## config.mk

```make
export PLATFORM = sky130hd
export DESIGN_NAME = etpec_top
export DESIGN_NICKNAME = d
export VERILOG_FILES = /design/src/etpec_pkg.sv /design/src/etpec_top.sv
export SDC_FILE = /design/constraint.sdc
export NUM_CORES = 1
export LEC_CHECK = 0
export ABC_AREA = 1
export ABC_CLOCK_PERIOD_IN_PS = 4400
export CAP_MARGIN = 20
export CORE_UTILIZATION = 45
export DETAILED_ROUTE_END_ITERATION = 6
export DONT_BUFFER_PORTS = 1
export GPL_TIMING_DRIVEN = 0
export HOLD_SLACK_MARGIN = 0.05
export PLACE_DENSITY_LB_ADDON = 0.1
export SLEW_MARGIN = 20
export SYNTH_ARGS = -nofsm -noshare
export SYNTH_HDL_FRONTEND = slang
export SYNTH_SLANG_ARGS = --single-unit
```

## constraint.sdc

```tcl
create_clock -name clk_i -period 4.4 [get_ports clk_i]
set_input_delay 0.44 -clock clk_i [delete_from_list [all_inputs] [get_ports clk_i]]
set_output_delay 0.44 -clock clk_i [all_outputs]
set_load 0.03 [all_outputs]
```

## src/etpec_pkg.sv

```systemverilog
package etpec_pkg;
	localparam int DATA_W = 8;
	localparam int FIFO_W = 10;
	localparam int FIFO_D = 16;
	localparam int LVL_W = 5;
	localparam int CNT_W = 7;
	localparam int REPLAY_D = 64;
	localparam logic [3:0] ADR_PARAM = 4'h0;
	localparam logic [3:0] ADR_STOP = 4'h4;
	localparam logic [3:0] ADR_ERR = 4'h8;
	localparam logic [3:0] ADR_CTRL = 4'hC;
	localparam logic [7:0] PARAM_MASK = 8'h1F;
	localparam logic [7:0] STOP_MASK = 8'h07;
	localparam logic [7:0] RESET_VAL = 8'h00;
	localparam int B_SPM = 4;
	localparam int B_RESUME_FRAME_SUPPRESS = 3;
	localparam int B_PAUSE = 2;
	localparam int B_NOCRC = 1;
	localparam int B_NOPAD = 0;
	localparam int B_EXC = 2;
	localparam int B_LATE = 1;
	localparam int B_UNF = 0;
	localparam int B_RESTART = 0;
	localparam logic [CNT_W-1:0] MIN_FRAME = 7'h40;
	localparam logic [CNT_W-1:0] PAD_END = 7'h3B;
	localparam logic [CNT_W-1:0] CTL_LAST = 7'h11;
	localparam logic [4:0] MAX_ATTEMPT = 5'h10;
	localparam logic [31:0] CRC_INIT = 32'hFFFFFFFF;
	localparam logic [31:0] CRC_POLY = 32'hEDB88320;
	typedef enum logic [2:0] {
		ST_IDLE = 3'b000,
		ST_DATA = 3'b001,
		ST_PAD = 3'b010,
		ST_CRC = 3'b011,
		ST_FLUSH = 3'b100,
		ST_GAP = 3'b101,
		ST_HALT = 3'b110
	} etpec_state_type;
	// Resume frame: reserved multicast, control type, pause opcode, zero time
	function automatic logic [7:0] ctl_byte(input logic [CNT_W-1:0] idx);
		logic [7:0] b;
		b = 8'h00;
		case (idx)
			7'h00: b = 8'h01;
			7'h01: b = 8'h80;
			7'h02: b = 8'hC2;
			7'h05: b = 8'h01;
			7'h0C: b = 8'h88;
			7'h0D: b = 8'h08;
			7'h0F: b = 8'h01;
			default: b = 8'h00;
		endcase
		return b;
	endfunction
endpackage

```

## src/etpec_top.sv

```systemverilog
// Overview of operation
// - Single packet loading: no new load until previous packet ends its CRC or is flushed; a no-CRC packet never frees it.
// - Resume frame suppress blocks control frame on flow request deassertion.
// - Pause honour in full duplex holds the start of data packets while pause frames arrive; a resume frame still goes out.
// - Frame check append disable: no pad and no CRC appended.
// - Pass-as-is strobe at packet start overrides both append disables.
// - Pad append disable leaves short packets short; otherwise pad to 64 bytes.
// - Pad append disable is disregarded while frame check append disable is set.
// - Stopping error flushes the transmit FIFO and stops transmission.
// - Each stopping error is recorded in the transmit error status register.
// - Excess collision stop: give up after 16 attempts and stop.
// - Excess collision stop clear: retry after every collision within the first 64 bytes indefinitely.
// - Late collision stop: collision after 64 bytes stops transmission.
// - Late collision stop clear: flush collided packet, go on to next.
// - Underflow stop: FIFO underflow after 64 bytes stops transmission.
// - Underflow stop clear: flush underflowed packet, continue with next.
// - Both control registers are read/write and reset to zero.
//
// Design decisions made here: the address map and the Wishbone interface to the registers.
`timescale 1ns/1ps
module etpec_fifo #(
	parameter int WIDTH = 10,
	parameter int DEPTH = 16,
	parameter int LW    = 5
) (
	input  wire logic             clk_i,
	input  wire logic             rst_i,
	input  wire logic             in_valid_i,
	output logic                  in_ready_o,
	input  wire logic [WIDTH-1:0] in_data_i,
	output logic                  out_valid_o,
	input  wire logic             out_ready_i,
	output logic [WIDTH-1:0]      out_data_o,
	output logic [LW-1:0]         level_o
);
	logic [WIDTH-1:0] mem [DEPTH];
	logic [LW-2:0]    wr_reg;
	logic [LW-2:0]    rd_reg;
	logic [LW-1:0]    cnt_reg;
	logic             push;
	logic             pop;
	assign in_ready_o = (cnt_reg != LW'(DEPTH));
	assign out_valid_o = (cnt_reg != '0);
	assign out_data_o = mem[rd_reg];
	assign level_o = cnt_reg;
	assign push = in_valid_i & in_ready_o;
	assign pop = out_valid_o & out_ready_i;
	always_ff @(posedge clk_i)
	begin
		if (push)
			mem[wr_reg] <= in_data_i;
	end
	always_ff @(posedge clk_i or posedge rst_i)
	begin
		if (rst_i)
		begin
			wr_reg <= '0;
			rd_reg <= '0;
			cnt_reg <= '0;
		end
		else
		begin
			wr_reg <= wr_reg + (LW-1)'(push);
			rd_reg <= rd_reg + (LW-1)'(pop);
			cnt_reg <= cnt_reg + LW'(push) - LW'(pop);
		end
	end
endmodule

module etpec_top (
	input  wire logic        clk_i,
	input  wire logic        rst_i,
	input  wire logic        wb_cyc_i,
	input  wire logic        wb_stb_i,
	input  wire logic        wb_we_i,
	input  wire logic [3:0]  wb_adr_i,
	input  wire logic [3:0]  wb_sel_i,
	input  wire logic [31:0] wb_dat_i,
	output logic [31:0]      wb_dat_o,
	output logic             wb_ack_o,
	input  wire logic        load_valid_i,
	input  wire logic [7:0]  load_data_i,
	input  wire logic        load_last_i,
	input  wire logic        load_asis_i,
	output logic             load_ready_o,
	output logic             tx_en_o,
	output logic [7:0]       tx_data_o,
	input  wire logic        collision_i,
	input  wire logic        full_duplex_i,
	input  wire logic        pause_rx_i,
	input  wire logic        flow_req_i
);
	etpec_pkg::etpec_state_type state_reg;
	logic [7:0]  param_reg;
	logic [7:0]  stop_reg;
	logic [2:0]  err_reg;
	logic        halt_reg;
	logic        ack_reg;
	logic [31:0] dat_reg;
	logic        ready_reg;
	logic        hold_reg;
	logic        first_reg;
	logic        en_reg;
	logic [7:0]  txd_reg;
	logic [3:0]  s1_reg;
	logic [3:0]  s2_reg;
	logic        flow_d_reg;
	logic        resume_reg;
	logic        ctl_reg;
	logic        nocrc_reg;
	logic        nopad_reg;
	logic [6:0]  pos_reg;
	logic [6:0]  sent_reg;
	logic [6:0]  stored_reg;
	logic [4:0]  att_reg;
	logic [31:0] crc_reg;
	logic [1:0]  cidx_reg;
	logic [4:0]  pkt_reg;
	logic [8:0]  replay [etpec_pkg::REPLAY_D];
	logic        wb_req;
	logic        wr_lane;
	logic        push;
	logic        f_valid;
	logic        f_ready;
	logic [9:0]  f_data;
	logic        f_in_ready;
	logic [4:0]  f_level;
	logic        coll;
	logic        fdx;
	logic        pause_blk;
	logic        late;
	logic        from_rep;
	logic        byte_last;
	logic [7:0]  byte_val;
	logic        emit;
	logic [7:0]  emit_b;
	logic        early_coll;
	logic        late_coll;
	logic        underflow;
	logic        stop_ev;
	logic [2:0]  err_set;
	logic        start;
	logic        flow_fall;
	logic        pkt_done;
	logic        retry_set;
	logic        retry_reg;
	etpec_pkg::etpec_state_type state_next;

	function automatic logic [31:0] crc_step(input logic [31:0] c, input logic [7:0] d);
		logic [31:0] r;
		r = c ^ {24'h000000, d};
		for (int i = 0; i < 8; i++)
			r = r[0] ? ((r >> 1) ^ etpec_pkg::CRC_POLY) : (r >> 1);
		return r;
	endfunction

	assign wb_req = wb_cyc_i & wb_stb_i & ~ack_reg;
	// Writes land on the edge at which the master samples ack high
	assign wr_lane = wb_cyc_i & wb_stb_i & ack_reg & wb_we_i & wb_sel_i[0];
	always_ff @(posedge clk_i or posedge rst_i)
	begin
		if (rst_i)
		begin
			ack_reg <= 1'b0;
			dat_reg <= 32'h00000000;
		end
		else
		begin
			ack_reg <= wb_req;
			if (wb_req)
			begin
				case (wb_adr_i)
					etpec_pkg::ADR_PARAM: dat_reg <= {24'h000000, param_reg};
					etpec_pkg::ADR_STOP: dat_reg <= {24'h000000, stop_reg};
					etpec_pkg::ADR_ERR: dat_reg <= {29'h00000000, err_reg};
					etpec_pkg::ADR_CTRL: dat_reg <= {31'h00000000, halt_reg};
					default: dat_reg <= 32'h00000000;
				endcase
			end
		end
	end
	// Reserved bits masked on write so they always read back zero
	always_ff @(posedge clk_i or posedge rst_i)
	begin
		if (rst_i)
		begin
			param_reg <= etpec_pkg::RESET_VAL;
			stop_reg <= etpec_pkg::RESET_VAL;
		end
		else if (wr_lane && wb_adr_i == etpec_pkg::ADR_PARAM)
			param_reg <= wb_dat_i[7:0] & etpec_pkg::PARAM_MASK;
		else if (wr_lane && wb_adr_i == etpec_pkg::ADR_STOP)
			stop_reg <= wb_dat_i[7:0] & etpec_pkg::STOP_MASK;
	end
	// Write one to clear; a new error in the same cycle still lands
	always_ff @(posedge clk_i or posedge rst_i)
	begin
		if (rst_i)
			err_reg <= 3'h0;
		else if (wr_lane && wb_adr_i == etpec_pkg::ADR_ERR)
			err_reg <= (err_reg & ~wb_dat_i[2:0]) | err_set;
		else
			err_reg <= err_reg | err_set;
	end
	always_ff @(posedge clk_i or posedge rst_i)
	begin
		if (rst_i)
			halt_reg <= 1'b0;
		else if (stop_ev)
			halt_reg <= 1'b1;
		else if (wr_lane && wb_adr_i == etpec_pkg::ADR_CTRL && wb_dat_i[etpec_pkg::B_RESTART])
			halt_reg <= 1'b0;
	end

	always_ff @(posedge clk_i or posedge rst_i)
	begin
		if (rst_i)
		begin
			s1_reg <= 4'h0;
			s2_reg <= 4'h0;
			flow_d_reg <= 1'b0;
		end
		else
		begin
			s1_reg <= {flow_req_i, pause_rx_i, full_duplex_i, collision_i};
			s2_reg <= s1_reg;
			flow_d_reg <= s2_reg[3];
		end
	end
	assign fdx = s2_reg[1];
	assign coll = s2_reg[0] & ~fdx;
	assign pause_blk = param_reg[etpec_pkg::B_PAUSE] & fdx & s2_reg[2];
	assign flow_fall = flow_d_reg & ~s2_reg[3];

	assign push = load_valid_i & ready_reg;
	// Ready is registered, so it looks one push ahead and ignores this cycle's pop
	always_ff @(posedge clk_i or posedge rst_i)
	begin
		if (rst_i)
		begin
			ready_reg <= 1'b0;
			hold_reg <= 1'b0;
			first_reg <= 1'b1;
		end
		else
		begin
			if (push && load_last_i && param_reg[etpec_pkg::B_SPM])
				hold_reg <= 1'b1;
			else if (pkt_done)
				hold_reg <= 1'b0;
			if (push)
				first_reg <= load_last_i;
			ready_reg <= (f_level + 5'(push) < 5'(etpec_pkg::FIFO_D)) & ~halt_reg & ~stop_ev
				& ~(hold_reg | (push & load_last_i & param_reg[etpec_pkg::B_SPM]));
		end
	end

	etpec_fifo #(
		.WIDTH(etpec_pkg::FIFO_W),
		.DEPTH(etpec_pkg::FIFO_D),
		.LW   (etpec_pkg::LVL_W)
	) u_fifo (
		.clk_i      (clk_i),
		.rst_i      (rst_i),
		.in_valid_i (push),
		.in_ready_o (f_in_ready),
		.in_data_i  ({load_asis_i & first_reg, load_last_i, load_data_i}),
		.out_valid_o(f_valid),
		.out_ready_i(f_ready),
		.out_data_o (f_data),
		.level_o    (f_level)
	);

	assign late = (sent_reg == etpec_pkg::MIN_FRAME);
	assign from_rep = ~ctl_reg & (pos_reg < stored_reg);
	assign byte_val = ctl_reg ? etpec_pkg::ctl_byte(pos_reg)
		: (from_rep ? replay[6'(pos_reg)][7:0] : f_data[7:0]);
	assign byte_last = ctl_reg ? (pos_reg == etpec_pkg::CTL_LAST)
		: (from_rep ? replay[6'(pos_reg)][8] : f_data[8]);
	always_comb
	begin
		state_next = state_reg;
		emit = 1'b0;
		emit_b = 8'h00;
		f_ready = 1'b0;
		err_set = 3'h0;
		start = 1'b0;
		pkt_done = 1'b0;
		retry_set = 1'b0;
		early_coll = coll & ~late & (state_reg == etpec_pkg::ST_DATA
			|| state_reg == etpec_pkg::ST_PAD || state_reg == etpec_pkg::ST_CRC);
		late_coll = coll & late & (state_reg == etpec_pkg::ST_DATA
			|| state_reg == etpec_pkg::ST_PAD || state_reg == etpec_pkg::ST_CRC);
		underflow = (state_reg == etpec_pkg::ST_DATA) & ~coll & ~ctl_reg & ~from_rep & ~f_valid;
		unique case (state_reg)
			etpec_pkg::ST_IDLE:
				if (retry_reg || resume_reg || (!pause_blk && (pkt_reg != '0 || !f_in_ready)))
				begin
					start = 1'b1;
					state_next = etpec_pkg::ST_DATA;
				end
			etpec_pkg::ST_DATA:
				if (!coll && !underflow)
				begin
					emit = 1'b1;
					emit_b = byte_val;
					f_ready = ~ctl_reg & ~from_rep;
					if (byte_last)
					begin
						if (nocrc_reg)
							state_next = etpec_pkg::ST_GAP;
						else if (!nopad_reg && sent_reg < etpec_pkg::PAD_END)
							state_next = etpec_pkg::ST_PAD;
						else
							state_next = etpec_pkg::ST_CRC;
					end
				end
			etpec_pkg::ST_PAD:
				if (!coll)
				begin
					emit = 1'b1;
					if (sent_reg == etpec_pkg::PAD_END)
						state_next = etpec_pkg::ST_CRC;
				end
			etpec_pkg::ST_CRC:
				if (!coll)
				begin
					emit = 1'b1;
					emit_b = 8'(~crc_reg >> {cidx_reg, 3'b000});
					if (cidx_reg == 2'h3)
					begin
						state_next = etpec_pkg::ST_GAP;
						pkt_done = ~ctl_reg;
					end
				end
			etpec_pkg::ST_FLUSH:
			begin
				f_ready = 1'b1;
				if (f_valid && f_data[8])
				begin
					state_next = etpec_pkg::ST_GAP;
					pkt_done = 1'b1;
				end
			end
			etpec_pkg::ST_GAP:
				state_next = etpec_pkg::ST_IDLE;
			etpec_pkg::ST_HALT:
			begin
				f_ready = 1'b1;
				if (!halt_reg && !f_valid)
					state_next = etpec_pkg::ST_IDLE;
			end
			default:
				state_next = etpec_pkg::ST_IDLE;
		endcase
		if (early_coll)
		begin
			if (att_reg + 5'h01 >= etpec_pkg::MAX_ATTEMPT && stop_reg[etpec_pkg::B_EXC])
				err_set[etpec_pkg::B_EXC] = 1'b1;
			else
			begin
				state_next = etpec_pkg::ST_GAP;
				retry_set = 1'b1;
			end
		end
		if (late_coll)
		begin
			if (stop_reg[etpec_pkg::B_LATE])
				err_set[etpec_pkg::B_LATE] = 1'b1;
			else if (state_reg == etpec_pkg::ST_DATA)
				state_next = etpec_pkg::ST_FLUSH;
			else
				state_next = etpec_pkg::ST_GAP;
		end
		if (underflow)
		begin
			if (late && stop_reg[etpec_pkg::B_UNF])
				err_set[etpec_pkg::B_UNF] = 1'b1;
			else
				state_next = etpec_pkg::ST_FLUSH;
		end
		stop_ev = (err_set != 3'h0);
		if (stop_ev)
			state_next = etpec_pkg::ST_HALT;
	end

	always_ff @(posedge clk_i or posedge rst_i)
	begin
		if (rst_i)
			state_reg <= etpec_pkg::ST_IDLE;
		else
			state_reg <= state_next;
	end
	always_ff @(posedge clk_i or posedge rst_i)
	begin
		if (rst_i)
			resume_reg <= 1'b0;
		else if (flow_fall && !param_reg[etpec_pkg::B_RESUME_FRAME_SUPPRESS])
			resume_reg <= 1'b1;
		else if (start && !retry_reg)
			resume_reg <= 1'b0;
	end
	// A retry must keep its packet settings, replay copy and attempt count
	always_ff @(posedge clk_i or posedge rst_i)
	begin
		if (rst_i)
			retry_reg <= 1'b0;
		else if (retry_set)
			retry_reg <= 1'b1;
		else if (start)
			retry_reg <= 1'b0;
	end
	// A retry replays the first 64 bytes from a local copy; later bytes come fresh
	always_ff @(posedge clk_i)
	begin
		if (f_ready && f_valid && state_reg == etpec_pkg::ST_DATA && !stored_reg[6])
			replay[6'(stored_reg)] <= f_data[8:0];
	end
	always_ff @(posedge clk_i or posedge rst_i)
	begin
		if (rst_i)
		begin
			ctl_reg <= 1'b0;
			nocrc_reg <= 1'b0;
			nopad_reg <= 1'b0;
			pos_reg <= '0;
			sent_reg <= '0;
			stored_reg <= '0;
			att_reg <= '0;
			crc_reg <= etpec_pkg::CRC_INIT;
			cidx_reg <= 2'h0;
		end
		else
		begin
			if (start && !retry_reg)
			begin
				ctl_reg <= resume_reg;
				nocrc_reg <= ~resume_reg & ~f_data[9] & param_reg[etpec_pkg::B_NOCRC];
				nopad_reg <= ~resume_reg & ~f_data[9] & param_reg[etpec_pkg::B_NOPAD]
					& ~param_reg[etpec_pkg::B_NOCRC];
				stored_reg <= '0;
				att_reg <= '0;
			end
			if (state_reg == etpec_pkg::ST_GAP || start)
			begin
				pos_reg <= '0;
				sent_reg <= '0;
				cidx_reg <= 2'h0;
				crc_reg <= etpec_pkg::CRC_INIT;
			end
			else if (emit)
			begin
				if (state_reg == etpec_pkg::ST_DATA)
					pos_reg <= pos_reg + 7'h01;
				if (!late)
					sent_reg <= sent_reg + 7'h01;
				if (state_reg == etpec_pkg::ST_CRC)
					cidx_reg <= cidx_reg + 2'h1;
				else
					crc_reg <= crc_step(crc_reg, emit_b);
			end
			if (f_ready && f_valid && state_reg == etpec_pkg::ST_DATA && !stored_reg[6])
				stored_reg <= stored_reg + 7'h01;
			if (early_coll && att_reg != etpec_pkg::MAX_ATTEMPT)
				att_reg <= att_reg + 5'h01;
		end
	end
	always_ff @(posedge clk_i or posedge rst_i)
	begin
		if (rst_i)
			pkt_reg <= '0;
		else
			pkt_reg <= pkt_reg + 5'(push & load_last_i) - 5'(f_ready & f_valid & f_data[8]);
	end
	always_ff @(posedge clk_i or posedge rst_i)
	begin
		if (rst_i)
		begin
			en_reg <= 1'b0;
			txd_reg <= 8'h00;
		end
		else
		begin
			en_reg <= emit;
			txd_reg <= emit_b;
		end
	end
	assign wb_ack_o = ack_reg;
	assign wb_dat_o = dat_reg;
	assign load_ready_o = ready_reg;
	assign tx_en_o = en_reg;
	assign tx_data_o = txd_reg;
endmodule
```

==> results.md, run 1 <==
Power:
- The internal power is 19100 uW.
- The reported net switching power is 13200 uW.
- The register share of total power is 35.4%.
- The power share of the combinational group is 40.7%.
- Of the total power, the clock network draws 23.9%.
- The cell leakage power is 0.0169 uW.
- Net switching is 41.0% of the power.
- The power per cell area is 736 mW/mm^2.
- The worst voltage drop across the vdd grid is 0.000522 V.

Synthesis:
- In this run the biggest area consumer among cell types represents 58.5% of the synthesized area.
- The count of mapped cells out of synthesis is 3534.
- The synthesized-area fraction occupied by ao, oa, aoi and oai cells is 5.44%.
- The main combinational cell family by area after synthesis is simple AND/OR/NAND/NOR gates.
- The area share of xor/xnor cells in the synthesized design is 1.22%.
- The synthesized netlist occupies a cell area of 0.0378 mm^2.
- Each instance of the synthesized netlist takes up on average 10.7 um^2.
- The library cell occupying the most area in the post-synthesis netlist is sky130_fd_sc_hd__edfxtp_1.
- The most common cell in the synthesized netlist is sky130_fd_sc_hd__nand2_1.
- Sorting the synthesized cells by area gives the leading types as sky130_fd_sc_hd__edfxtp_1, sky130_fd_sc_hd__nand2_1, sky130_fd_sc_hd__dfrtp_1, sky130_fd_sc_hd__nand3_1, sky130_fd_sc_hd__nor2_1.
- In this run, synthesis inferred 736 flip-flops with an integrated enable.
- Of the total synthesized cell area, the portion taken by AND, OR, NAND and NOR gates is 20.2%.
- The post-synthesis async set-or-reset flop share is 14.5%.
- In the synthesized netlist, mux cells make up 0.0298% of the area.
- After synthesis, the most frequently instantiated cells are sky130_fd_sc_hd__nand2_1, sky130_fd_sc_hd__edfxtp_1, sky130_fd_sc_hd__nand3_1.
- For this run, the number of Yosys warnings is 0.
- The synthesized design contains 861 register bits.
- The post-synthesis sequential area ratio is 66.9%.
- The count of cell types in the netlist is 56.
- Summing the areas of all fa, ha and maj instances in the mapped netlist gives 1.20% of the synthesized area.
- Among all flip-flop cells after synthesis, the most frequent one is sky130_fd_sc_hd__edfxtp_1.

Finish:
- The flip-flop count of the largest register after layout is 576.
- The finished layout holds 4894 standard cells, fillers aside.
- Registers take 0.0253 mm^2.
- The area growth from synthesis to layout is 16.3%.
- In the final design database the tool counted 3845 nets.
- The multi-input combinational cells in the finished layout cover a total of 0.0111 mm^2.
- In the final layout, the share of cells above drive strength 1 is 13.2%.
- The number of inserted filler cells in the final layout is 7224.

Placed design:
- At the end of routability-driven placement, the weighted congestion stood at 0.933.
- Including well taps, the total number of placed cells is 4680.
- The detailed-placement wirelength estimate is 84.8 mm.
- The number of port buffers is 0.
- Before CTS, the worst setup slack after placement is -194 ps.

Route:
- The number of search-and-repair iterations in the first detailed-routing pass is 5.
- For this block, the via count after detailed routing is 27.4k.
- In the routed design, unresolved DRC markers number 0.
- The detailed-route wire length is 126 mm.
- Using the TritonRoute via totals, the vias-per-cell ratio works out to 5.60.
- The initial detailed-routing violation count is 3248.
- The number of nets with antenna violations after detailed routing is 0.
- After detailed routing, the average wire length per cell comes to 25.7 um.

Outcome:
- The run finished with clean final reports.

Timing:
- At the pin with the least slew margin, the transition time is 1170 ps.
- Once routing completed, OpenROAD measured the worst setup slack at 124 ps.
- The number of max-slew violations in the final report is 0.
- For the finished layout, the period the worst path requires is 4280 ps.
- The highest attainable clock frequency is 234 MHz.
- Setup repair after global routing could not meet its margin everywhere.
- The normalized max-slew margin is 21.8%.
- The number of failing hold endpoints at the final stage was 0.
- Setup violations remaining at the end of the flow were counted as 0.
- Hold timing on the final database bottoms out at a slack of 122 ps.
- The part of the cycle the worst path needs is 97.2%.
- The clock skew is 21.4 ps.

GRT:
- The total overflow left after global routing is 0.
- The global routing usage summed across all routing layers is 29.5%.
- The initial antenna violation count is 0.
- Entering global routing, the biggest net connects 93 pins.
- The first global-routing pass estimated 181 mm of wire.
- The via count of the first global-routing pass is 26.2k.

Clock network:
- The clock transition at the register clock pins on the worst setup and hold paths after CTS is 60 ps.
- The total number of clock tree sinks is 861.
- In this run, CTS created clock tree buffers numbering 94.
- The later pin in the worst-skew pair is clocked with a latency of 660 ps.
- The CTS tree is yes.
- In this run the deepest clock path goes through 3 buffers.
- The clock tree synthesis step divided the H-tree into 3 levels.
- The cell sitting at the root of the clock tree is a sky130_fd_sc_hd__clkbuf_16.

Worst setup path:
- STA puts the critical path data required time at 4760 ps.
- The type of the setup path with the least slack is register to register.
- The destination of the critical timing path is replay[49][2].
- The endpoint kind of the worst setup timing path is a register.
- The worst register-to-register path ends at replay[49][2].
- The kind of start point of the critical path is a register.
- The critical path launch point is stored_reg[2].
- The register-to-register setup slack is 120 ps.
- The depth of the worst register-to-register path is 16.
- The largest driver fanout on the critical path is 8.
- The startpoint of the worst register-to-register path is stored_reg[2].
- STA puts the critical path data arrival time at 4640 ps.

Floorplanning:
- The region available for standard cell placement spans 0.0825 mm^2.
- The number of rows created at floorplan is 105.
- The die span in x is 292 um.
- The number of placed I/O pins is 103.
- The initial utilization of the core area, before any placement, comes to 45.8%.
- The die boundary height is 292 um.
- The die covers 0.0851 mm^2.

Flow run:
- The tool flagged a number of max-cap violations equal to 0.

Min path:
- The worst min-delay path category is input pin to register.
per-stage QoR:
stage                     setup TNS, ps  cell area [um^2]  util, %  total power, uW
after global placement          -413030             39200     47.5            24100
after CTS                        -13970             43700     52.9            32200
after floorplan                       0             37900        -            19800
final                                 0             43900     53.2            32300
after global routing             -10170             43900     53.2            33900
after detailed placement         -13280             40300     48.8            24500
cells by family after synthesis:
logic type,count (synthesis)
AOI/OAI and AO/OA,358
xor gates and xnor gates,48
adders and majority gates,35
buffers and inverters,377
DFF,861
muxes,1
other,1
and+or+nand+nor,1853
power groups by stage:
| stage | Combinational [uW] | Sequential [uW] | Clock [uW] |
|---|---|---|---|
| 6_report | 13200 | 11400 | 7710 |
| 5_1_grt | 14400 | 11500 | 8080 |
| 4_1_cts | 13000 | 11400 | 7770 |
| 3_5_place_dp | 12900 | 11600 | 0 |
| 3_3_place_gp | 12300 | 11900 | 0 |
| 2_1_floorplan | 8160 | 11600 | 0 |
how the worst min path moves through the flow:
stage | end | cells past startpoint | start
finish | halt_reg | 5 | wb_adr_i[2]
global route | err_reg[1] | 4 | wb_adr_i[2]
CTS | halt_reg | 5 | wb_adr_i[2]
detailed placement | sent_reg[3] | 1 | rst_i
global placement | s2_reg[0] | 0 | s1_reg[0]
floorplan | s2_reg[0] | 0 | s1_reg[0]
critical path: stages, from the launching register on:
cell and delay [ps]:
sky130_fd_sc_hd__dfrtp_1 320, sky130_fd_sc_hd__clkbuf_1 250, sky130_fd_sc_hd__inv_1 170, sky130_fd_sc_hd__ha_1 320
sky130_fd_sc_hd__nand3_1 70, sky130_fd_sc_hd__nand2_1 60, sky130_fd_sc_hd__nand2_1 70, sky130_fd_sc_hd__nand2_1 70
sky130_fd_sc_hd__nand2_1 170, sky130_fd_sc_hd__o22ai_1 170, sky130_fd_sc_hd__nand2_1 170, sky130_fd_sc_hd__nor3_2 330
sky130_fd_sc_hd__inv_1 240, sky130_fd_sc_hd__nor2_1 330, sky130_fd_sc_hd__nand2_1 380, sky130_fd_sc_hd__nor2_2 600
sky130_fd_sc_hd__buf_8 230
cells in the final DEF (no fill, tap or decap), types with 29 or more instances in the layout:
| master | netlist | final |
|---|---|---|
| sky130_fd_sc_hd__inv_1 | 190 | 189 |
| sky130_fd_sc_hd__buf_6 | 24 | 41 |
| sky130_fd_sc_hd__buf_4 | 52 | 63 |
| sky130_fd_sc_hd__nor2_2 | 1 | 34 |
| sky130_fd_sc_hd__dfrtp_1 | 92 | 92 |
| sky130_fd_sc_hd__o21ai_0 | 161 | 161 |
| sky130_fd_sc_hd__nand3_1 | 370 | 368 |
| sky130_fd_sc_hd__xor2_1 | 36 | 36 |
| sky130_fd_sc_hd__nand2_2 | 26 | 29 |
| sky130_fd_sc_hd__edfxtp_1 | 736 | 736 |
| sky130_fd_sc_hd__clkbuf_16 | 0 | 95 |
| sky130_fd_sc_hd__clkbuf_1 | 41 | 55 |
| sky130_fd_sc_hd__nand2_1 | 1079 | 1069 |
| sky130_fd_sc_hd__dfstp_2 | 33 | 33 |
| sky130_fd_sc_hd__a21oi_1 | 86 | 86 |
| sky130_fd_sc_hd__nor2_1 | 323 | 253 |
| sky130_fd_sc_hd__nor2_4 | 0 | 37 |
| sky130_fd_sc_hd__ha_1 | 33 | 33 |
| sky130_fd_sc_hd__buf_2 | 58 | 54 |
layout make-up:
type | count | share of cell area (%)
sequential | 861 | 57.6
multi-input combinational | 2322 | 25.4
clock buffer | 115 | 5.68
tap | 1070 | 3.05
timing repair buffer | 94 | 2.88
buffer | 181 | 2.65
inverter | 196 | 1.70
clock inverter | 54 | 1.07
antenna | 1 | 0.00570
per-layer routing:
layer / part of all wire, % / global-route usage (%) / vias to the layer above
met4: 4.8 / 13.6 / 0
met3: 8.6 / 4.83 / 241
met5: 0 / 0 / -
li1: - / - / 12500
met2: 46 / 45.7 / 1271
met1: 41 / 40.7 / 13400
timing repair:
item                       4_1_cts  5_1_grt
buffers inserted                12        6
hold buffers                    24        0
pin swaps                        6        4
setup endpoints to repair      170      458
hold endpoints to repair       280        0
resized for setup                8       27
Power figures use the tool's default switching activity.
==> run 2, diff against run 1 <==
CTS_BUF_LIST = sky130_fd_sc_hd__clkbuf_2   (was unset)
==> results.md, run 2 (same netlist as run 1, synthesis figures left out) <==
Route:
- The number of search-and-repair iterations in the first detailed-routing pass is 5.
- The detailed-route wire length is 127 mm.
- The vias after detailed routing is 28.4k.
- The number of nets with antenna violations after detailed routing is 0.
- The mean number of vias per cell is 5.50.
- The residual DRC count is 0.
- The initial detailed-routing violation count is 3042.
- The average routed wire per standard cell is 24.7 um.

Timing:
- The clock arrives with 127 ps of skew.
- Setup violations remaining at the end of the flow were counted as 0.
- At the pin with the least slew margin, the transition time is 1150 ps.
- The number of max-slew violations in the final report is 0.
- Derived from the worst setup path, the maximum achievable clock frequency is 228 MHz.
- Measured against its own limit, the worst slew margin works out to 23.2%.
- After layout, the worst path uses 99.8% of the clock period.
- The number of failing hold endpoints at the final stage is 0.
- Setup repair after global routing could not meet its margin everywhere.
- The clock period minus final worst setup slack is 4390 ps.

Floorplanning:
- The placeable core area is 0.0825 mm^2.
- The floorplan step set the die width to 292 um.
- The total die area is 0.0851 mm^2.
- The effective utilization at floorplan is 45.8%.
- 103 I/O pins were placed.
- The die boundary height is 292 um.
- The number of rows created at floorplan is 105.

GRT:
- After global routing the overflow that remains totals 0.
- The pin count of the biggest net entering global routing is 93.
- The initial antenna violation count is 1.
- In the global route stage, met3 resource usage came out at 6.36%.
- The global routing usage summed across all routing layers is 30.0%.
- The global-route track usage on met1 is 40.3%.
- The most used routing layer in global routing is met2.
- The met2 routing resource usage after global routing is 46.6%.
- The via count of the first global-routing pass is 27.5k.
- The first global-routing pass estimated 184 mm of wire.

Worst setup path:
- The worst setup path is launched from a register.
- In this run the worst path has a maximum fanout of 9.
- STA classifies the critical path endpoint as a register.
- The signal arrival time at the worst endpoint is 5440 ps.
- STA puts the critical path data required time at 5450 ps.
- The worst setup path is of the register to register kind.

Clock network:
- The clock insertion delay at the later pin of the skew report is 1470 ps.
- The CTS tree is yes.
- TritonCTS created 215 clock buffers.
- The total number of clock tree sinks is 861.
- In this run the number of H-tree levels came out at 4.
- Clock-pin slew was measured on the worst setup and hold paths at 100 ps.
- The buffer cell driving the clock tree root is sky130_fd_sc_hd__clkbuf_2.
- In this run the deepest clock path goes through 3 buffers.

Power:
- The internal portion of the total power is 16700 uW.
- The register share of total power is 38.2%.
- The worst voltage drop across the vdd grid is 0.000534 V.
- The power per cell area is 692 mW/mm^2.
- Combinational logic burns 44.1% of the power.
- The power share of the clock group is 17.6%.
- In this run the static leakage power is 0.0171 uW.
- The total power is 29900 uW.
- The reported net switching power is 13200 uW.
- Net switching is 44.3% of the power.

Placed design:
- The placement-stage cell area is 0.0403 mm^2.
- The congestion estimate from routability-driven global placement came to 0.933.
- Summed over all nets, the half-perimeter wirelength after detailed placement is 84.8 mm.
- The number of port buffers is 0.
- The total placed cells including tap cells is 4680.

Finish:
- The finished cells cover 0.0432 mm^2.
- Counting the fill cells in the layout gives 7410.
- The area growth from synthesis to layout is 14.4%.
- Cells with a size suffix above 1 make up 17.2% of the layout.
- The most frequent standard cell in the layout excluding fill and tap cells is sky130_fd_sc_hd__nand2_1.
- After the flow finishes, the layout carries non-filler instances totaling 5151.
- The core utilization of the finished layout is 52.3%.
- The register with the most flip-flops in the layout has 576 of them.
- For this run, the post-layout net count is 4009.
- The top cell types in the final layout, fill and taps aside, are sky130_fd_sc_hd__nand2_1, sky130_fd_sc_hd__edfxtp_1, sky130_fd_sc_hd__nand3_1.

Flow run:
- Across the run, the number of max-cap violations was 0.

Min path:
- The tightest min-delay check is of the input pin to register type.

Outcome:
- The flow ran to the end, and the final reports show no timing, DRC or antenna violations.
## run 2: cell types whose count changed in the layout (fill, tap and decap cells not counted), moves of 6 or more
cell	previous run	this run
sky130_fd_sc_hd__clkbuf_2	3	325
sky130_fd_sc_hd__clkbuf_16	95	0
sky130_fd_sc_hd__clkbuf_1	55	39
sky130_fd_sc_hd__clkinv_2	19	1
sky130_fd_sc_hd__clkinv_1	20	45
sky130_fd_sc_hd__nor2_4	37	27
sky130_fd_sc_hd__bufinv_16	6	0
sky130_fd_sc_hd__nor2_2	34	44
sky130_fd_sc_hd__dlygate4sd3_1	24	72
## run 2: cell type report
type,instances,area (um^2),area share [%]
sequential,861,25300,58.5
multi-input combinational,2322,11100,25.7
tap,1070,1340,3.10
timing repair buffer,138,1690,3.91
inverter,196,748,1.73
antenna,3,7.51,0.0174
clock inverter,57,263,0.608
clock buffer,324,1620,3.75
buffer,180,1160,2.69
## run 2: metrics by stage
step           hold WS [ps]  worst slack [ps]  TNS [ps]
6_report                242              10.0         0
5_1_grt                 116              -265    -16930
4_1_cts                67.6              53.7         0
3_5_place_dp            277              -194    -13280
3_3_place_gp            332             -1330   -413030
2_1_floorplan           331               507         0
## run 2: final timing paths
| check | from | end | slack (ps) | cells past startpoint |
|---|---|---|---|---|
| worst max-delay path | stored_reg[2] | replay[37][3] | 10 | 15 |
| worst min-delay path | wb_dat_i[4] | param_reg[4] | 240 | 3 |
| worst max register to register | stored_reg[2] | replay[37][3] | 10 | 15 |
| worst min register to register | s1_reg[3] | s2_reg[3] | 370 | 0 |
| max in group asynchronous | rst_i | wb_dat_o[2] | 2980 | 6 |
| min in group asynchronous | rst_i | tx_data_o[0] | 610 | 5 |
## run 2: what timing repair did
| item | in CTS | in global routing |
|---|---|---|
| pin swaps | 4 | 0 |
| setup buffers | 12 | 0 |
| endpoints found under the setup margin | 128 | 124 |
| resized for setup | 8 | 10 |
| hold buffers | 73 | 0 |
| endpoints found under the hold margin | 473 | 0 |
## run 2: worst max-delay path, stage by stage, from the launching register on
cell,delay (ps)
sky130_fd_sc_hd__dfrtp_1,330
sky130_fd_sc_hd__clkbuf_1,250
sky130_fd_sc_hd__inv_1,170
sky130_fd_sc_hd__ha_1,320
sky130_fd_sc_hd__nand3_1,70
sky130_fd_sc_hd__nand2_1,60
sky130_fd_sc_hd__nand2_1,70
sky130_fd_sc_hd__nand2_1,70
sky130_fd_sc_hd__nand2_1,190
sky130_fd_sc_hd__o22ai_1,180
sky130_fd_sc_hd__nand2_1,180
sky130_fd_sc_hd__nor3_2,330
sky130_fd_sc_hd__inv_1,240
sky130_fd_sc_hd__nor2_1,240
sky130_fd_sc_hd__nand3_1,410
sky130_fd_sc_hd__nor2_2,900
## run 2: power by group through the flow
stage                     sequential (uW)  clock, uW  combinational [uW]
final                               11400       5270               13200
after floorplan                     11600          0                8160
after global placement              11900          0               12300
after CTS                           11400       5380               13000
after global routing                11500       5790               14400
after detailed placement            11600          0               12900
## run 2: layer usage
layer	wire length (um)	vias to the layer above
li1	-	12900
met5	0	-
met4	5810	0
met2	58300	1413
met1	51500	13700
met3	11800	279
